### config.mk
export PLATFORM = sky130hd
export DESIGN_NAME = dlct_timers
export DESIGN_NICKNAME = d
export VERILOG_FILES = /design/src/verilog/dlct_pkg.sv /design/src/verilog/dlct_timers.sv
export SDC_FILE = /design/constraint.sdc
export NUM_CORES = 1
export LEC_CHECK = 0
export ABC_AREA = 1
export BUFFER_PORTS_ARGS = -buffer_cell sky130_fd_sc_hd__buf_2
export CAP_MARGIN = 20
export CORE_MARGIN = 5
export CORE_UTILIZATION = 35
export CTS_CLUSTER_DIAMETER = 60
export DETAILED_ROUTE_END_ITERATION = 6
export GPL_TIMING_DRIVEN = 1
export PLACE_DENSITY_LB_ADDON = 0.08
export SLEW_MARGIN = 5
export SYNTH_ARGS = -nofsm -noshare
export SYNTH_HDL_FRONTEND = slang
export SYNTH_SLANG_ARGS = --single-unit
### constraint.sdc
create_clock -name clk -period 2.5 [get_ports clk]
set_input_delay 0.5 -clock clk [delete_from_list [all_inputs] [get_ports clk]]
set_output_delay 0.5 -clock clk [all_outputs]
set_load 0.02 [all_outputs]
### src/verilog/dlct_pkg.sv
package dlct_pkg;
    // ==========================================================
    // register offsets
    localparam logic [7:0] ADDR_CONTROL   = 8'h88;
    localparam logic [7:0] ADDR_MODE      = 8'h89;
    localparam logic [7:0] ADDR_T0_LOW    = 8'h8A;
    localparam logic [7:0] ADDR_T1_LOW    = 8'h8B;
    localparam logic [7:0] ADDR_T0_HIGH   = 8'h8C;
    localparam logic [7:0] ADDR_T1_HIGH   = 8'h8D;
    localparam logic [7:0] ADDR_CLK_SEL   = 8'h8E;
    // ==========================================================
    // reset values
    localparam logic [7:0] RESET_BYTE     = 8'h00;
    // ==========================================================
    // control register fields
    localparam int CTL_T1_FLAG  = 7;
    localparam int CTL_T1_RUN   = 6;
    localparam int CTL_T0_FLAG  = 5;
    localparam int CTL_T0_RUN   = 4;
    localparam int CTL_X1_FLAG  = 3;
    localparam int CTL_X1_TYPE  = 2;
    localparam int CTL_X0_FLAG  = 1;
    localparam int CTL_X0_TYPE  = 0;
    // ==========================================================
    // mode register fields
    localparam int MOD_T1_GATE  = 7;
    localparam int MOD_T1_CSEL  = 6;
    localparam int MOD_T1_MODE  = 4;
    localparam int MOD_T0_GATE  = 3;
    localparam int MOD_T0_CSEL  = 2;
    localparam int MOD_T0_MODE  = 0;
    // ==========================================================
    // clock select fields
    localparam int CKS_T1_CHOICE = 4;
    localparam int CKS_T0_CHOICE = 3;
    localparam int CKS_PRESCALE  = 0;
    localparam logic [7:0] CKS_WRITE_MASK = 8'h1B;
    // ==========================================================
    // timer modes
    typedef enum logic [1:0] {
        MODE_13BIT  = 2'b00,
        MODE_16BIT  = 2'b01,
        MODE_RELOAD = 2'b10,
        MODE_SPLIT  = 2'b11
    } dlct_mode_t;
    // ==========================================================
    // prescale divisors
    localparam logic [5:0] DIV_BY_12  = 6'd12;
    localparam logic [5:0] DIV_BY_4   = 6'd4;
    localparam logic [5:0] DIV_BY_48  = 6'd48;
    localparam logic [5:0] DIV_EXT_8  = 6'd8;
endpackage : dlct_pkg

### src/verilog/dlct_timers.sv
`timescale 1ns/1ps
// Contract
// - mode 3 splits timer zero into two independent 8-bit timers
// - split low byte uses timer zero run, select, gate, flag; clock or pin
// - split high byte is a timer on clock or prescale, enabled by timer one run
// - split high byte overflow sets timer one overflow flag
// - in split, timer one never counts pin, never sets flag; overflow pulse kept
// - in split, timer one runs in modes 0-2, halts in mode 3
// - overflow sets flag; software write or vector acknowledge clears it
// - run bits 6 and 4 enable timer one and zero
// - external flag set on chosen edge; level mode follows inverted pin
// - vector acknowledge clears external flag only in edge mode
// - type bit 0 level active low, 1 falling edge; bits 2 and 0
// - gate 1 makes counting need run and high interrupt pin
// - counter select 1 counts falling edges of count pin
// - timer one mode: 13-bit, 16-bit, auto-reload, inactive
// - timer zero mode: 13-bit, 16-bit, auto-reload, split
// - clock choice 0 prescale, 1 system clock; ignored when counter selected
// - prescale 00 /12, 01 /4, 10 /48, 11 external clock /8
// - unused clock select bits read zero, writes ignored
// - each count held in readable writable low and high bytes
// - 13-bit mode uses high byte and low five bits; wrap sets flag
// - 16-bit mode counts all sixteen bits
// - auto-reload overflow sets flag, reloads low from high
module dlct_timers (
    input  wire logic       clk,
    input  wire logic       rst_b,
    input  wire logic [7:0] regAddr,
    input  wire logic       regWrite,
    input  wire logic       regRead,
    input  wire logic [7:0] regWdata,
    output logic      [7:0] regRdata,
    input  wire logic       timerZeroCountPin,
    input  wire logic       timerOneCountPin,
    input  wire logic       extIrqZeroPin_n,
    input  wire logic       extIrqOnePin_n,
    input  wire logic       extClock,
    input  wire logic       timerZeroAck,
    input  wire logic       timerOneAck,
    input  wire logic       extIrqZeroAck,
    input  wire logic       extIrqOneAck,
    output logic            timerZeroIrq,
    output logic            timerOneIrq,
    output logic            extIrqZeroIrq,
    output logic            extIrqOneIrq,
    output logic            timerOneOverflowPulse
);
    // ==========================================================
    // field positions, local copies of the package values
    localparam int CTL_T1_FLAG   = dlct_pkg::CTL_T1_FLAG;
    localparam int CTL_T1_RUN    = dlct_pkg::CTL_T1_RUN;
    localparam int CTL_T0_FLAG   = dlct_pkg::CTL_T0_FLAG;
    localparam int CTL_T0_RUN    = dlct_pkg::CTL_T0_RUN;
    localparam int CTL_X1_FLAG   = dlct_pkg::CTL_X1_FLAG;
    localparam int CTL_X1_TYPE   = dlct_pkg::CTL_X1_TYPE;
    localparam int CTL_X0_FLAG   = dlct_pkg::CTL_X0_FLAG;
    localparam int CTL_X0_TYPE   = dlct_pkg::CTL_X0_TYPE;
    localparam int MOD_T1_GATE   = dlct_pkg::MOD_T1_GATE;
    localparam int MOD_T1_CSEL   = dlct_pkg::MOD_T1_CSEL;
    localparam int MOD_T1_MODE   = dlct_pkg::MOD_T1_MODE;
    localparam int MOD_T0_GATE   = dlct_pkg::MOD_T0_GATE;
    localparam int MOD_T0_CSEL   = dlct_pkg::MOD_T0_CSEL;
    localparam int MOD_T0_MODE   = dlct_pkg::MOD_T0_MODE;
    localparam int CKS_T1_CHOICE = dlct_pkg::CKS_T1_CHOICE;
    localparam int CKS_T0_CHOICE = dlct_pkg::CKS_T0_CHOICE;
    localparam int CKS_PRESCALE  = dlct_pkg::CKS_PRESCALE;
    // ==========================================================
    // registers
    logic [7:0] control_r, control_nxt;
    logic [7:0] mode_r,    mode_nxt;
    logic [7:0] clkSel_r,  clkSel_nxt;
    logic [7:0] t0Low_r,   t0Low_nxt;
    logic [7:0] t0High_r,  t0High_nxt;
    logic [7:0] t1Low_r,   t1Low_nxt;
    logic [7:0] t1High_r,  t1High_nxt;
    logic [7:0] rdata_r,   rdata_nxt;
    logic [5:0] preCnt_r,  preCnt_nxt;
    logic       t1Ovf_r,   t1Ovf_nxt;
    // ==========================================================
    // pin synchronisers: stage a feeds stage b only
    logic [4:0] syncA_r, syncB_r, syncC_r;
    always_ff @(posedge clk) begin
        if (!rst_b) begin
            syncA_r <= 5'h1F;
            syncB_r <= 5'h1F;
            syncC_r <= 5'h1F;
        end else begin
            syncA_r <= {extClock, extIrqOnePin_n, extIrqZeroPin_n,
                        timerOneCountPin, timerZeroCountPin};
            syncB_r <= syncA_r;
            syncC_r <= syncB_r;
        end
    end
    logic [4:0] fallEdge;
    logic       extClkRise;
    assign fallEdge   = syncC_r & ~syncB_r;
    assign extClkRise = syncB_r[4] & ~syncC_r[4];
    // ==========================================================
    // count step helper
    function automatic logic [8:0] inc8(input logic [7:0] v);
        return {1'b0, v} + 9'h001;
    endfunction : inc8
    // ==========================================================
    // prescaler
    logic [5:0] preDiv;
    logic       preTick;
    always_comb begin
        case (clkSel_r[CKS_PRESCALE+:2])
            2'b00:   preDiv = dlct_pkg::DIV_BY_12;
            2'b01:   preDiv = dlct_pkg::DIV_BY_4;
            2'b10:   preDiv = dlct_pkg::DIV_BY_48;
            default: preDiv = dlct_pkg::DIV_EXT_8;
        endcase
        preTick    = 1'b0;
        preCnt_nxt = preCnt_r;
        if (clkSel_r[CKS_PRESCALE+:2] != 2'b11 || extClkRise) begin
            if (preCnt_r >= preDiv - 6'd1) begin
                preCnt_nxt = 6'd0;
                preTick    = 1'b1;
            end else begin
                preCnt_nxt = preCnt_r + 6'd1;
            end
        end
    end
    // ==========================================================
    // timer enables and ticks
    dlct_pkg::dlct_mode_t m0, m1;
    logic split, en0, en1, en0High, tick0, tick1, tickHigh;
    always_comb begin
        m0    = dlct_pkg::dlct_mode_t'(mode_r[MOD_T0_MODE+:2]);
        m1    = dlct_pkg::dlct_mode_t'(mode_r[MOD_T1_MODE+:2]);
        split = (m0 == dlct_pkg::MODE_SPLIT);
        en0   = control_r[CTL_T0_RUN] &&
                (!mode_r[MOD_T0_GATE] || syncB_r[2]);
        en0High = control_r[CTL_T1_RUN];
        if (split) begin
            en1 = (m1 != dlct_pkg::MODE_SPLIT);
        end else begin
            en1 = control_r[CTL_T1_RUN] && (m1 != dlct_pkg::MODE_SPLIT) &&
                  (!mode_r[MOD_T1_GATE] || syncB_r[3]);
        end
        if (mode_r[MOD_T0_CSEL]) begin
            tick0 = fallEdge[0];
        end else begin
            tick0 = clkSel_r[CKS_T0_CHOICE] ? 1'b1 : preTick;
        end
        tickHigh = clkSel_r[CKS_T0_CHOICE] ? 1'b1 : preTick;
        if (mode_r[MOD_T1_CSEL] && !split) begin
            tick1 = fallEdge[1];
        end else begin
            tick1 = clkSel_r[CKS_T1_CHOICE] ? 1'b1 : preTick;
        end
    end
    // ==========================================================
    // counter step for one timer in modes 0-2
    function automatic logic [16:0] stepTimer(input logic [1:0] md,
                                               input logic [7:0] lo,
                                               input logic [7:0] hi);
        logic [8:0] l;
        logic [8:0] h;
        l = inc8(lo);
        h = inc8(hi);
        case (md)
            2'b00: begin
                if (lo[4:0] == 5'h1F) begin
                    return {h[8], h[7:0], lo[7:5], 5'h00};
                end
                return {1'b0, hi, lo[7:5], lo[4:0] + 5'h01};
            end
            2'b01: begin
                if (l[8]) begin
                    return {h[8], h[7:0], 8'h00};
                end
                return {1'b0, hi, l[7:0]};
            end
            default: begin
                if (l[8]) begin
                    return {1'b1, hi, hi};
                end
                return {1'b0, hi, l[7:0]};
            end
        endcase
    endfunction : stepTimer
    // ==========================================================
    // counting, flags and register writes
    logic [16:0] s0, s1;
    logic [8:0]  lowInc, highInc;
    logic        ovf0, ovfHigh, ovf1;
    logic        x0Set, x1Set;
    always_comb begin
        s0      = stepTimer(mode_r[MOD_T0_MODE+:2], t0Low_r, t0High_r);
        s1      = stepTimer(mode_r[MOD_T1_MODE+:2], t1Low_r, t1High_r);
        lowInc  = inc8(t0Low_r);
        highInc = inc8(t0High_r);
        t0Low_nxt  = t0Low_r;
        t0High_nxt = t0High_r;
        t1Low_nxt  = t1Low_r;
        t1High_nxt = t1High_r;
        ovf0 = 1'b0;
        ovfHigh = 1'b0;
        ovf1 = 1'b0;
        if (split) begin
            if (en0 && tick0) begin
                t0Low_nxt = lowInc[7:0];
                ovf0      = lowInc[8];
            end
            if (en0High && tickHigh) begin
                t0High_nxt = highInc[7:0];
                ovfHigh    = highInc[8];
            end
        end else if (en0 && tick0) begin
            {ovf0, t0High_nxt, t0Low_nxt} = s0;
        end
        if (en1 && tick1) begin
            {ovf1, t1High_nxt, t1Low_nxt} = s1;
        end
        t1Ovf_nxt = ovf1;
        control_nxt = control_r;
        mode_nxt    = mode_r;
        clkSel_nxt  = clkSel_r;
        if (regWrite) begin
            if (regAddr == dlct_pkg::ADDR_CONTROL) begin
                control_nxt = regWdata;
            end else if (regAddr == dlct_pkg::ADDR_MODE) begin
                mode_nxt = regWdata;
            end else if (regAddr == dlct_pkg::ADDR_CLK_SEL) begin
                clkSel_nxt = regWdata & dlct_pkg::CKS_WRITE_MASK;
            end else if (regAddr == dlct_pkg::ADDR_T0_LOW) begin
                t0Low_nxt = regWdata;
            end else if (regAddr == dlct_pkg::ADDR_T0_HIGH) begin
                t0High_nxt = regWdata;
            end else if (regAddr == dlct_pkg::ADDR_T1_LOW) begin
                t1Low_nxt = regWdata;
            end else if (regAddr == dlct_pkg::ADDR_T1_HIGH) begin
                t1High_nxt = regWdata;
            end
        end
        // clears by acknowledge, then sets win
        if (timerZeroAck) control_nxt[CTL_T0_FLAG] = 1'b0;
        if (timerOneAck)  control_nxt[CTL_T1_FLAG] = 1'b0;
        if (extIrqZeroAck && control_r[CTL_X0_TYPE]) control_nxt[CTL_X0_FLAG] = 1'b0;
        if (extIrqOneAck && control_r[CTL_X1_TYPE])  control_nxt[CTL_X1_FLAG] = 1'b0;
        if (ovf0) control_nxt[CTL_T0_FLAG] = 1'b1;
        if (split ? ovfHigh : ovf1) control_nxt[CTL_T1_FLAG] = 1'b1;
        x0Set = control_r[CTL_X0_TYPE] ? fallEdge[2] : 1'b0;
        x1Set = control_r[CTL_X1_TYPE] ? fallEdge[3] : 1'b0;
        if (x0Set) control_nxt[CTL_X0_FLAG] = 1'b1;
        if (x1Set) control_nxt[CTL_X1_FLAG] = 1'b1;
        if (!control_nxt[CTL_X0_TYPE]) control_nxt[CTL_X0_FLAG] = ~syncB_r[2];
        if (!control_nxt[CTL_X1_TYPE]) control_nxt[CTL_X1_FLAG] = ~syncB_r[3];
        rdata_nxt = rdata_r;
        if (regRead) begin
            if (regAddr == dlct_pkg::ADDR_CONTROL) begin
                rdata_nxt = control_r;
            end else if (regAddr == dlct_pkg::ADDR_MODE) begin
                rdata_nxt = mode_r;
            end else if (regAddr == dlct_pkg::ADDR_CLK_SEL) begin
                rdata_nxt = clkSel_r;
            end else if (regAddr == dlct_pkg::ADDR_T0_LOW) begin
                rdata_nxt = t0Low_r;
            end else if (regAddr == dlct_pkg::ADDR_T0_HIGH) begin
                rdata_nxt = t0High_r;
            end else if (regAddr == dlct_pkg::ADDR_T1_LOW) begin
                rdata_nxt = t1Low_r;
            end else if (regAddr == dlct_pkg::ADDR_T1_HIGH) begin
                rdata_nxt = t1High_r;
            end else begin
                rdata_nxt = dlct_pkg::RESET_BYTE;
            end
        end
    end
    always_ff @(posedge clk) begin
        if (!rst_b) begin
            control_r <= dlct_pkg::RESET_BYTE;
            mode_r    <= dlct_pkg::RESET_BYTE;
            clkSel_r  <= dlct_pkg::RESET_BYTE;
            t0Low_r   <= dlct_pkg::RESET_BYTE;
            t0High_r  <= dlct_pkg::RESET_BYTE;
            t1Low_r   <= dlct_pkg::RESET_BYTE;
            t1High_r  <= dlct_pkg::RESET_BYTE;
            rdata_r   <= dlct_pkg::RESET_BYTE;
            preCnt_r  <= 6'd0;
            t1Ovf_r   <= 1'b0;
        end else begin
            control_r <= control_nxt;
            mode_r    <= mode_nxt;
            clkSel_r  <= clkSel_nxt;
            t0Low_r   <= t0Low_nxt;
            t0High_r  <= t0High_nxt;
            t1Low_r   <= t1Low_nxt;
            t1High_r  <= t1High_nxt;
            rdata_r   <= rdata_nxt;
            preCnt_r  <= preCnt_nxt;
            t1Ovf_r   <= t1Ovf_nxt;
        end
    end
    assign regRdata              = rdata_r;
    assign timerZeroIrq          = control_r[CTL_T0_FLAG];
    assign timerOneIrq           = control_r[CTL_T1_FLAG];
    assign extIrqZeroIrq         = control_r[CTL_X0_FLAG];
    assign extIrqOneIrq          = control_r[CTL_X1_FLAG];
    assign timerOneOverflowPulse = t1Ovf_r;
    // ==========================================================
    // checks
    a_reload_keeps_high: assert property (@(posedge clk) disable iff (!rst_b)
        (!split && m0 == dlct_pkg::MODE_RELOAD && en0 && tick0 && t0Low_r == 8'hFF && !regWrite)
        |=> (t0Low_r == $past(t0High_r) && control_r[CTL_T0_FLAG]))
        else $error("reload failed");
    a_split_high_flag: assert property (@(posedge clk) disable iff (!rst_b)
        (split && en0High && tickHigh && t0High_r == 8'hFF) |=> timerOneIrq)
        else $error("split high overflow lost");
    a_run_off_holds: assert property (@(posedge clk) disable iff (!rst_b)
        (!control_r[CTL_T0_RUN] && !regWrite) |=> $stable(t0Low_r))
        else $error("timer zero moved while stopped");
    a_gate_blocks: assert property (@(posedge clk) disable iff (!rst_b)
        (mode_r[MOD_T0_GATE] && !syncB_r[2] && !regWrite) |=> $stable(t0Low_r))
        else $error("gate ignored");
    a_level_follows: assert property (@(posedge clk) disable iff (!rst_b)
        (!control_r[CTL_X0_TYPE] && !regWrite) |=> extIrqZeroIrq == ~$past(syncB_r[2]))
        else $error("level flag wrong");
    a_split_no_t1flag: assert property (@(posedge clk) disable iff (!rst_b)
        (split && !ovfHigh && !regWrite && !timerOneIrq) |=> !timerOneIrq)
        else $error("timer one flag set in split");
    a_timer_clock_select_unused: assert property (@(posedge clk) disable iff (!rst_b)
        (clkSel_r & ~dlct_pkg::CKS_WRITE_MASK) == 8'h00)
        else $error("unused clock select bit set");
    a_mode3_halt: assert property (@(posedge clk) disable iff (!rst_b)
        (m1 == dlct_pkg::MODE_SPLIT && !regWrite) |=> $stable(t1Low_r) && $stable(t1High_r))
        else $error("timer one ran in mode 3");
endmodule : dlct_timers
==> results of run 1 <==
[cells in the mapped netlist, types with 8 or more instances]
cell type and n:
sky130_fd_sc_hd__o21ai_0 71, sky130_fd_sc_hd__inv_1 98, sky130_fd_sc_hd__nand4_1 8, sky130_fd_sc_hd__ha_1 11, sky130_fd_sc_hd__dfxtp_1 82, sky130_fd_sc_hd__buf_2 8
sky130_fd_sc_hd__clkbuf_1 14, sky130_fd_sc_hd__nor2_1 73, sky130_fd_sc_hd__nand2_1 271, sky130_fd_sc_hd__inv_2 10, sky130_fd_sc_hd__a21oi_1 64, sky130_fd_sc_hd__xor2_1 15
sky130_fd_sc_hd__nand3_1 83, sky130_fd_sc_hd__or2_2 13
[report_power, final]
| part | total (mW) | internal (mW) | leakage, nW | switching [mW] |
|---|---|---|---|---|
| Clock | 1.51 | 0.896 | 0.163 | 0.616 |
| Sequential | 1.33 | 1.32 | 0.664 | 0.0105 |
| Combinational | 0.172 | 0.0530 | 2.11 | 0.119 |
[through the flow]
stage,utilization (%),setup WS [ps],cells
after floorplan,-,435,895
after global placement,38.2,246,1139
after detailed placement,38.2,235,1139
after CTS,40.3,194,1155
after global routing,40.3,23.2,1155
final,40.3,264,1155
[cell families after synthesis]
| family | after synthesis |
|---|---|
| simple gates | 485 |
| compound gates | 160 |
| buf+inv | 141 |
| flops | 82 |
| xor+xnor | 15 |
| fa+ha+maj | 11 |
| other cells | 1 |
[worst max path at each step]
stage / cells after the start / start / end / slack (ps)
2_1_floorplan: 15 / clkSel_r[1] / t0High_r[0] / 430
3_3_place_gp: 16 / clkSel_r[1] / t1High_r[0] / 250
3_5_place_dp: 16 / clkSel_r[1] / t1High_r[1] / 240
4_1_cts: 16 / clkSel_r[1] / t1High_r[1] / 190
5_1_grt: 16 / clkSel_r[1] / t1High_r[7] / 20
6_report: 14 / clkSel_r[1] / t1High_r[7] / 260
[timing repair]
item / CTS / global route
setup buffers: 0 / 0
resized for setup: 0 / 1
setup endpoints to repair: 0 / 3
[cell type report]
cell class              instances  share of cell area [%]
clock buffers                   9                    3.55
clock inverters                 7                    1.68
inverters                     111                    6.69
multi-input cells             672                    52.7
flip-flops and latches         82                    25.9
well taps                     216                    4.26
repair buffers                 58                    5.25
[state kept, by name (all words and copies together), names as in the netlist, 5 cells and up]
register and count:
syncB_r 5, t1High_r 8, preCnt_r 6, regRdata 8, t1Low_r 8, mode_r 8
syncA_r 5, t0Low_r 8, syncC_r 5, control_r 8, t0High_r 8
[per-layer routing]
metal	part of all wire, %	vias to the layer above
met2	45	132
met5	0.071	-
met1	47	2561
met4	3.4	2
met3	5.1	39
li1	-	2958
[worst max-delay path: cells and delay by family (launching register included)]
family / cells / cell delay [ps]
and+or+nand+nor: 10 / 1000
DFF: 1 / 380
adders and majority gates: 1 / 300
buffers and inverters: 2 / 290
AOI/OAI and AO/OA: 1 / 150
==> metrics.md, run 1 <==
| Metric | Value |
|---|---|
| Summed instance area of the synthesized netlist | 0.00556 sq mm |
| Most used DFF post-synth | sky130_fd_sc_hd__dfxtp_1 |
| Iteration-0 DRC Markers | 424 |
| Number of H-tree levels | 3 |
| Highest attainable clock frequency | 0.447 GHz |
| First-pass GRT wire length | 29100 um |
| Row cnt | 46 |
| HP Class | input pin to flop |
| Per-cell via count in the routed design | 4.93 |
| Final setup viols | 0 |
| Critical register-to-register path endpoint | t1High_r[7] |
| Endpoints failing hold | 0 |
| Summed negative setup slack over all endpoints | 0 ps |
| RSZ-0062 raised after global routing | no |
| Number of clock sinks seen by CTS | 82 |
| Status | completed |
| Post-synthesis register bit count | 82 |
| Count of port buffers added during placement | 41 |
| Worst-case clock buffer depth | 2 |
| Top post-synthesis cells by area | sky130_fd_sc_hd__dfxtp_1 (30%), sky130_fd_sc_hd__nand2_1 (18%), sky130_fd_sc_hd__nand3_1 (7.5%) |
| Die span in x | 136 um |
| Synth warnings | 0 |
| Starting density of the core | 35.4% |
| Peak per-stage delay on the critical path | 380 ps |
| Commonest cells after routing, fill and taps aside | sky130_fd_sc_hd__nand2_1 (271), sky130_fd_sc_hd__inv_1 (98), sky130_fd_sc_hd__nand3_1 (83), sky130_fd_sc_hd__dfxtp_1 (82), sky130_fd_sc_hd__nor2_1 (73) |
| Kind of end point of the critical path | flop |
| Initial DRT Pass Iterations | 5 |
| Cell area power density | 476 mW/mm^2 |
| Routing usage on met2 | 31.4% |
| Worst-case clock skew | 5.83 ps |
| Post-synth ARST share | 0% |
| Worst hold path cell count | 2 |
| Global Route Usage Sum | 20.4% |
| Hold Path End | syncA_r[0] |
| Post-synthesis compound-gate area fraction | 15.7% |
| CTS clock-pin slew for the worst setup and hold paths | 70 ps |
| Routed via count | 5692 |
| Core region area | 0.0157 sq mm |
| HPWL after detailed placement | 13900 um |
| Via count of the first global-routing pass | 5325 |
| Required time of the worst setup path | 2740 ps |
| Multi-input combinational cell area | 0.00334 sq mm |
| Wire length per cell after detailed routing | 16.0 um |
| Maximum Capacitance Violations | 0 |
| Total die area | 0.0185 sq mm |
| Met1 layer usage reported by global route | 28.0% |
| FF+latch area | 0.00164 sq mm |
| Unique masters post-synth | 45 |
| Kind of start point of the critical path | flop |
| Clock Latency Late Sink | 350 ps |
| Post-DP Area | 0.00601 sq mm |
| GRT Max-Usage Layer | met2 |
| Number of filler instances in the final layout | 1743 |
| Start point of the worst min-delay path | timerZeroCountPin |
| Dominant combinational cell family by area after synthesis | simple AND/OR/NAND/NOR gates |
| Remaining number of nets flagged by the antenna check after routing | 0 |
| Final GP Congestion | 0.853 |
| Critical-path cell with the highest stage delay | sky130_fd_sc_hd__dfxtp_1 |
| CTS buffer count | 9 |
| Arrival time at the worst endpoint | 2480 ps |
| Final nets | 974 |
| Cells along the critical path | inv_1 > or2_2 > ha_1 > a21oi_1 > nand3_1 > nand2_2 > nand2_1 > nand2_2 > buf_4 > nor2_1 > nand2_1 > nand2_1 > nor2_1 > nor2_1 |
| Total non-filler cell area in the finished layout | 0.00634 sq mm |
| Largest net degree at the start of global routing | 53 |
| Least-Margin Pin Slew | 570 ps |
| Synthesized area divided by synthesized cell count | 6.22 sq um |
| Area Growth Syn to Fin | 13.9% |
| DRC errors left | 0 |
| Register-to-register setup slack | 260 ps |
| Share of synthesized area spent on multiplexers | 0% |
| Area fraction in and, or, nand and nor cells after synthesis | 39.4% |
| Adder and majority gate portion of the synthesized area | 2.47% |
| Global route total overflow | 0 |
| Peak supply drop | 0.365 mV |
| Worst Reg-to-Reg Cells | 14 |
| Top cell type by total area after synthesis | sky130_fd_sc_hd__dfxtp_1 |
| Post-route minimum period | 2240 ps |
| Total leakage power | 2.94 nW |
| Power, Total | 3.02 mW |
| Xor/xnor share of the synthesized area | 2.36% |
| Critical register-to-register path startpoint | clkSel_r[1] |
| Antenna violations before repair | 1 |
| Die outline height | 136 um |
| Post-detailed-routing wire length | 18400 um |
| Cells after synthesis | 895 |
| Share of the synthesized area in the top cell type | 29.5% |
| Headroom to the max-slew limit | 62.0% |
| Final cycle utilization of the critical path | 89.4% |
| Post-synthesis sequential area ratio | 29.5% |
| Post-synth net total | 935 |
| Post-Route Hold Slack | 333 ps |
| Hold buffers post-CTS | 0 |
| Category of the critical setup timing path | flop to flop |
| Fraction of layout cells with a size suffix above 1 | 14.2% |
| Most common cell after layout, fill and taps aside | sky130_fd_sc_hd__nand2_1 |
| Number of pins with negative max-slew slack in the final report | 0 |
| Post-synth EDFFs | 0 |
| Count of pins on the block boundary | 42 |
| Met3 demand-to-capacity share in global routing | 3.77% |
| CTS tree | built |
| Antenna Cells | 0 |
| Library cell used as clock root buffer | sky130_fd_sc_hd__clkbuf_16 |
| Worst Path Max Fanout | 13 |
Power figures use the tool's default switching activity.
==> run 2: changes to the inputs <==
- ABC_AREA: 1 -> not set
- PLACE_DENSITY: not set -> 0.62
- PLACE_DENSITY_LB_ADDON: 0.08 -> not set
==> run 2 against run 1 <==
  * Synthesized cell count is 33% lower
  * Cell count is 27% lower
  * First-iteration DRC count is 17% higher
  * Combinational power is 19% higher
  * Hold slack worse by 5.5 ps
  * Clock power is 8% lower
  * Sequential cell count stayed put
  * Critical path type unchanged
  * Largest cell class unchanged
==> metrics.md, run 2 <==
| Metric | Value |
|---|---|
| Die span in x | 127 um (-6.6%) |
| Non-filler cells, final | 839 (-27%) |
| Total die area | 0.0161 sq mm (-13%) |
| Antenna violations before repair | 0 (-1) |
| Total leakage power | 2.19 nW (-25%) |
| HP Class | input pin to flop |
| RSZ-0062 raised after global routing | yes |
| Cell-internal power | 2.19 mW (-3.7%) |
| Synthesized area divided by synthesized cell count | 7.96 sq um (+28%) |
| Via count of the first global-routing pass | 4661 (-12%) |
| Initial DRT Pass Iterations | 5 (unchanged) |
| CTS buffer count | 9 (unchanged) |
| Comb pwr share | 6.9% (+1.2 points) |
| Clock Latency Late Sink | 350 ps (about the same) |
| Post-synthesis register bit count | 82 (unchanged) |
| HPWL after detailed placement | 11800 um (-15%) |
| Summed instance area of the synthesized netlist | 0.00480 sq mm (-14%) |
| Synth warnings | 0 (unchanged) |
| Cells after synthesis | 603 (-33%) |
| Die outline height | 127 um (-6.6%) |
| Share of the synthesized area in the top cell type | 34.2% (+4.7 points) |
| Global Route Usage Sum | 19.9% (-0.50 points) |
| Part of the total power dissipated in the clock network | 47.4% (-2.7 points) |
| Arrival time at the worst endpoint | 2750 ps (+270 ps) |
| Least-Margin Pin Slew | 568 ps (-2.06 ps) |
| Post-synthesis sequential area ratio | 34.2% (+4.7 points) |
| Routed via count | 5002 (-12%) |
| Flop pwr share | 45.6% (+1.4 points) |
| Worst Path Max Fanout | 3 (-10) |
| Peak supply drop | 0.397 mV (+8.8%) |
| CTS tree | built |
| Post-route minimum period | 2470 ps (+232 ps) |
| Worst-case clock skew | 10.7 ps (+4.87 ps) |
| Library cell used as clock root buffer | sky130_fd_sc_hd__clkbuf_16 |
| Post-Route Hold Slack | 328 ps (-5.55 ps) |
| Post-synth net total | 643 (-31%) |
| Worst-case clock buffer depth | 2 (unchanged) |
| Total non-filler cell area in the finished layout | 0.00571 sq mm (-9.9%) |
| Final nets | 698 (-28%) |
| Commonest cells in the netlist | sky130_fd_sc_hd__dfxtp_1 (82), sky130_fd_sc_hd__nor2_1 (53), sky130_fd_sc_hd__nand2_1 (52) |
| Per-cell via count in the routed design | 5.96 (+21%) |
| Remaining number of nets flagged by the antenna check after routing | 0 (unchanged) |
| CTS clock-pin slew for the worst setup and hold paths | 70 ps (about the same) |
| Row cnt | 42 (-8.7%) |
| Number of H-tree levels | 3 (unchanged) |
| Most used standard cell by instance count after synthesis | sky130_fd_sc_hd__dfxtp_1 |
| Largest net degree at the start of global routing | 31 (-42%) |
| Antenna Cells | 0 (unchanged) |
| Post-synth EDFFs | 0 (unchanged) |
| Required time of the worst setup path | 2780 ps (+40 ps) |
| Number of pins with negative max-slew slack in the final report | 0 (unchanged) |
| Switching portion of total power | 25.5% (+0.81 points) |
| Kind of start point of the critical path | flop |
| Maximum Capacitance Violations | 0 (unchanged) |
| Headroom to the max-slew limit | 61.8% (-0.11 points) |
| Global route total overflow | 0 (unchanged) |
| Number of clock sinks seen by CTS | 82 (unchanged) |
| Fraction of layout cells with a size suffix above 1 | 16.3% (+2.1 points) |
| First-pass GRT wire length | 25600 um (-12%) |
| Category of the critical setup timing path | flop to flop |
| Top post-synthesis cells by area | sky130_fd_sc_hd__dfxtp_1 (34%), sky130_fd_sc_hd__mux2i_1 (5.2%), sky130_fd_sc_hd__o21ai_0 (5.2%) |
| Wire length per cell after detailed routing | 19.3 um (+21%) |
| Status | completed |
| Highest attainable clock frequency | 0.405 GHz (-9.4%) |
| Kind of end point of the critical path | flop |
| Final GP Congestion | 0.919 (+7.7%) |
| Top cell type by total area after synthesis | sky130_fd_sc_hd__dfxtp_1 |
| Summed negative setup slack over all endpoints | 0 ps (unchanged) |
| Post-synth ARST share | 0% (unchanged) |
| Core region area | 0.0133 sq mm (-15%) |
| Cell area power density | 514 mW/mm^2 (+8.1%) |
| Endpoints failing hold | 0 (unchanged) |
| Starting density of the core | 35.9% (+0.53 points) |
| Cell total after placement | 820 (-28%) |
| Count of pins on the block boundary | 42 (unchanged) |
| Area Growth Syn to Fin | 19.0% |
| Most common cell after layout, fill and taps aside | sky130_fd_sc_hd__dfxtp_1 |
| Count of port buffers added during placement | 41 (unchanged) |
| Iteration-0 DRC Markers | 498 (+17%) |
| Final cycle utilization of the critical path | 98.7% (+9.3 points) |
| Unique masters post-synth | 68 (+51%) |
| DRC errors left | 0 (unchanged) |
| Most used DFF post-synth | sky130_fd_sc_hd__dfxtp_1 |
| Switching component of the power | 0.749 mW (+0.56%) |
| Post-detailed-routing wire length | 16200 um (-12%) |
| Post-DP Area | 0.00536 sq mm (-11%) |
| Final setup viols | 0 (unchanged) |
| Commonest cells after routing, fill and taps aside | sky130_fd_sc_hd__dfxtp_1 (79), sky130_fd_sc_hd__nor2_1 (53), sky130_fd_sc_hd__nand2_1 (52), sky130_fd_sc_hd__o21ai_0 (50), sky130_fd_sc_hd__buf_2 (41) |
-- run 2: routing by layer --
layer  track usage [%]  share of wire, %  vias to the layer above
li1                  -                 -                     2359
met1              27.7                46                     2399
met2              30.3                45                      214
met3              3.46               6.5                       30
met4              8.52               2.5                        0
met5                 0                 0                        -
-- run 2: repair_timing --
item	4_1_cts	5_1_grt
endpoints found under the hold margin	0	0
buffers inserted	0	3
endpoints found under the setup margin	0	12
hold buffers	0	0
resized for setup	0	7
-- run 2: logic make-up (layout without fill, tap and decap cells) --
kind of cell / Yosys count / in the layout / share of synthesized area [%]
compound gates: 195 / 195 / 28.0
xor+xnor: 12 / 12 / 2.19
fa+ha+maj: 11 / 11 / 2.87
buf+inv: 59 / 119 / 4.72
flops: 82 / 82 / 34.2
mux: 25 / 25 / 5.22
other cells: 1 / 1 / 0.0782
simple gates: 218 / 218 / 22.7
-- run 2: per-stage QoR --
step	utilization [%]	power [mW]	worst slack, ps
final	42.8	2.94	32.1
after global routing	42.8	3.04	-114
after CTS	42.5	2.96	7.70
after detailed placement	40.1	1.57	22.2
after global placement	40.1	1.57	87.5
after floorplan	-	1.48	131
-- run 2: cell type report --
type                            instances  area [sq um]
Fill cell                            1379          7640
Multi-Input combinational cell        462          2940
Sequential cell                        82          1650
Timing Repair Buffer                   78           499
Inverter                               25          93.8
Clock buffer                            9           225
Clock inverter                          7          83.8
Tap cell                              176           220
-- run 2: critical path: stages, from the launching register on --
cell and delay [ps]:
sky130_fd_sc_hd__dfxtp_2 340, sky130_fd_sc_hd__nand2b_1 140, sky130_fd_sc_hd__ha_1 300, sky130_fd_sc_hd__o211ai_1 130, sky130_fd_sc_hd__o211ai_1 250, sky130_fd_sc_hd__o311ai_1 180
sky130_fd_sc_hd__or4_1 530, sky130_fd_sc_hd__a2111o_1 370, sky130_fd_sc_hd__a31oi_1 160
-- run 2: power by group through the flow --
| stage | logic, mW | clock network (mW) | registers [mW] |
|---|---|---|---|
| floorplan | 0.111 | 0 | 1.37 |
| global placement | 0.196 | 0 | 1.37 |
| detailed placement | 0.199 | 0 | 1.37 |
| CTS | 0.200 | 1.42 | 1.34 |
| global route | 0.222 | 1.48 | 1.34 |
| finish | 0.204 | 1.39 | 1.34 |
-- run 2: path summary, 6_finish.rpt --
kind	from	to	slack, ps	cells past startpoint
worst max-delay path	clkSel_r[0]	t0High_r[7]	30	8
worst min-delay path	timerOneCountPin	syncA_r[1]	330	2
worst max register to register	clkSel_r[0]	t0High_r[7]	30	8
worst min register to register	syncA_r[4]	syncB_r[4]	410	1
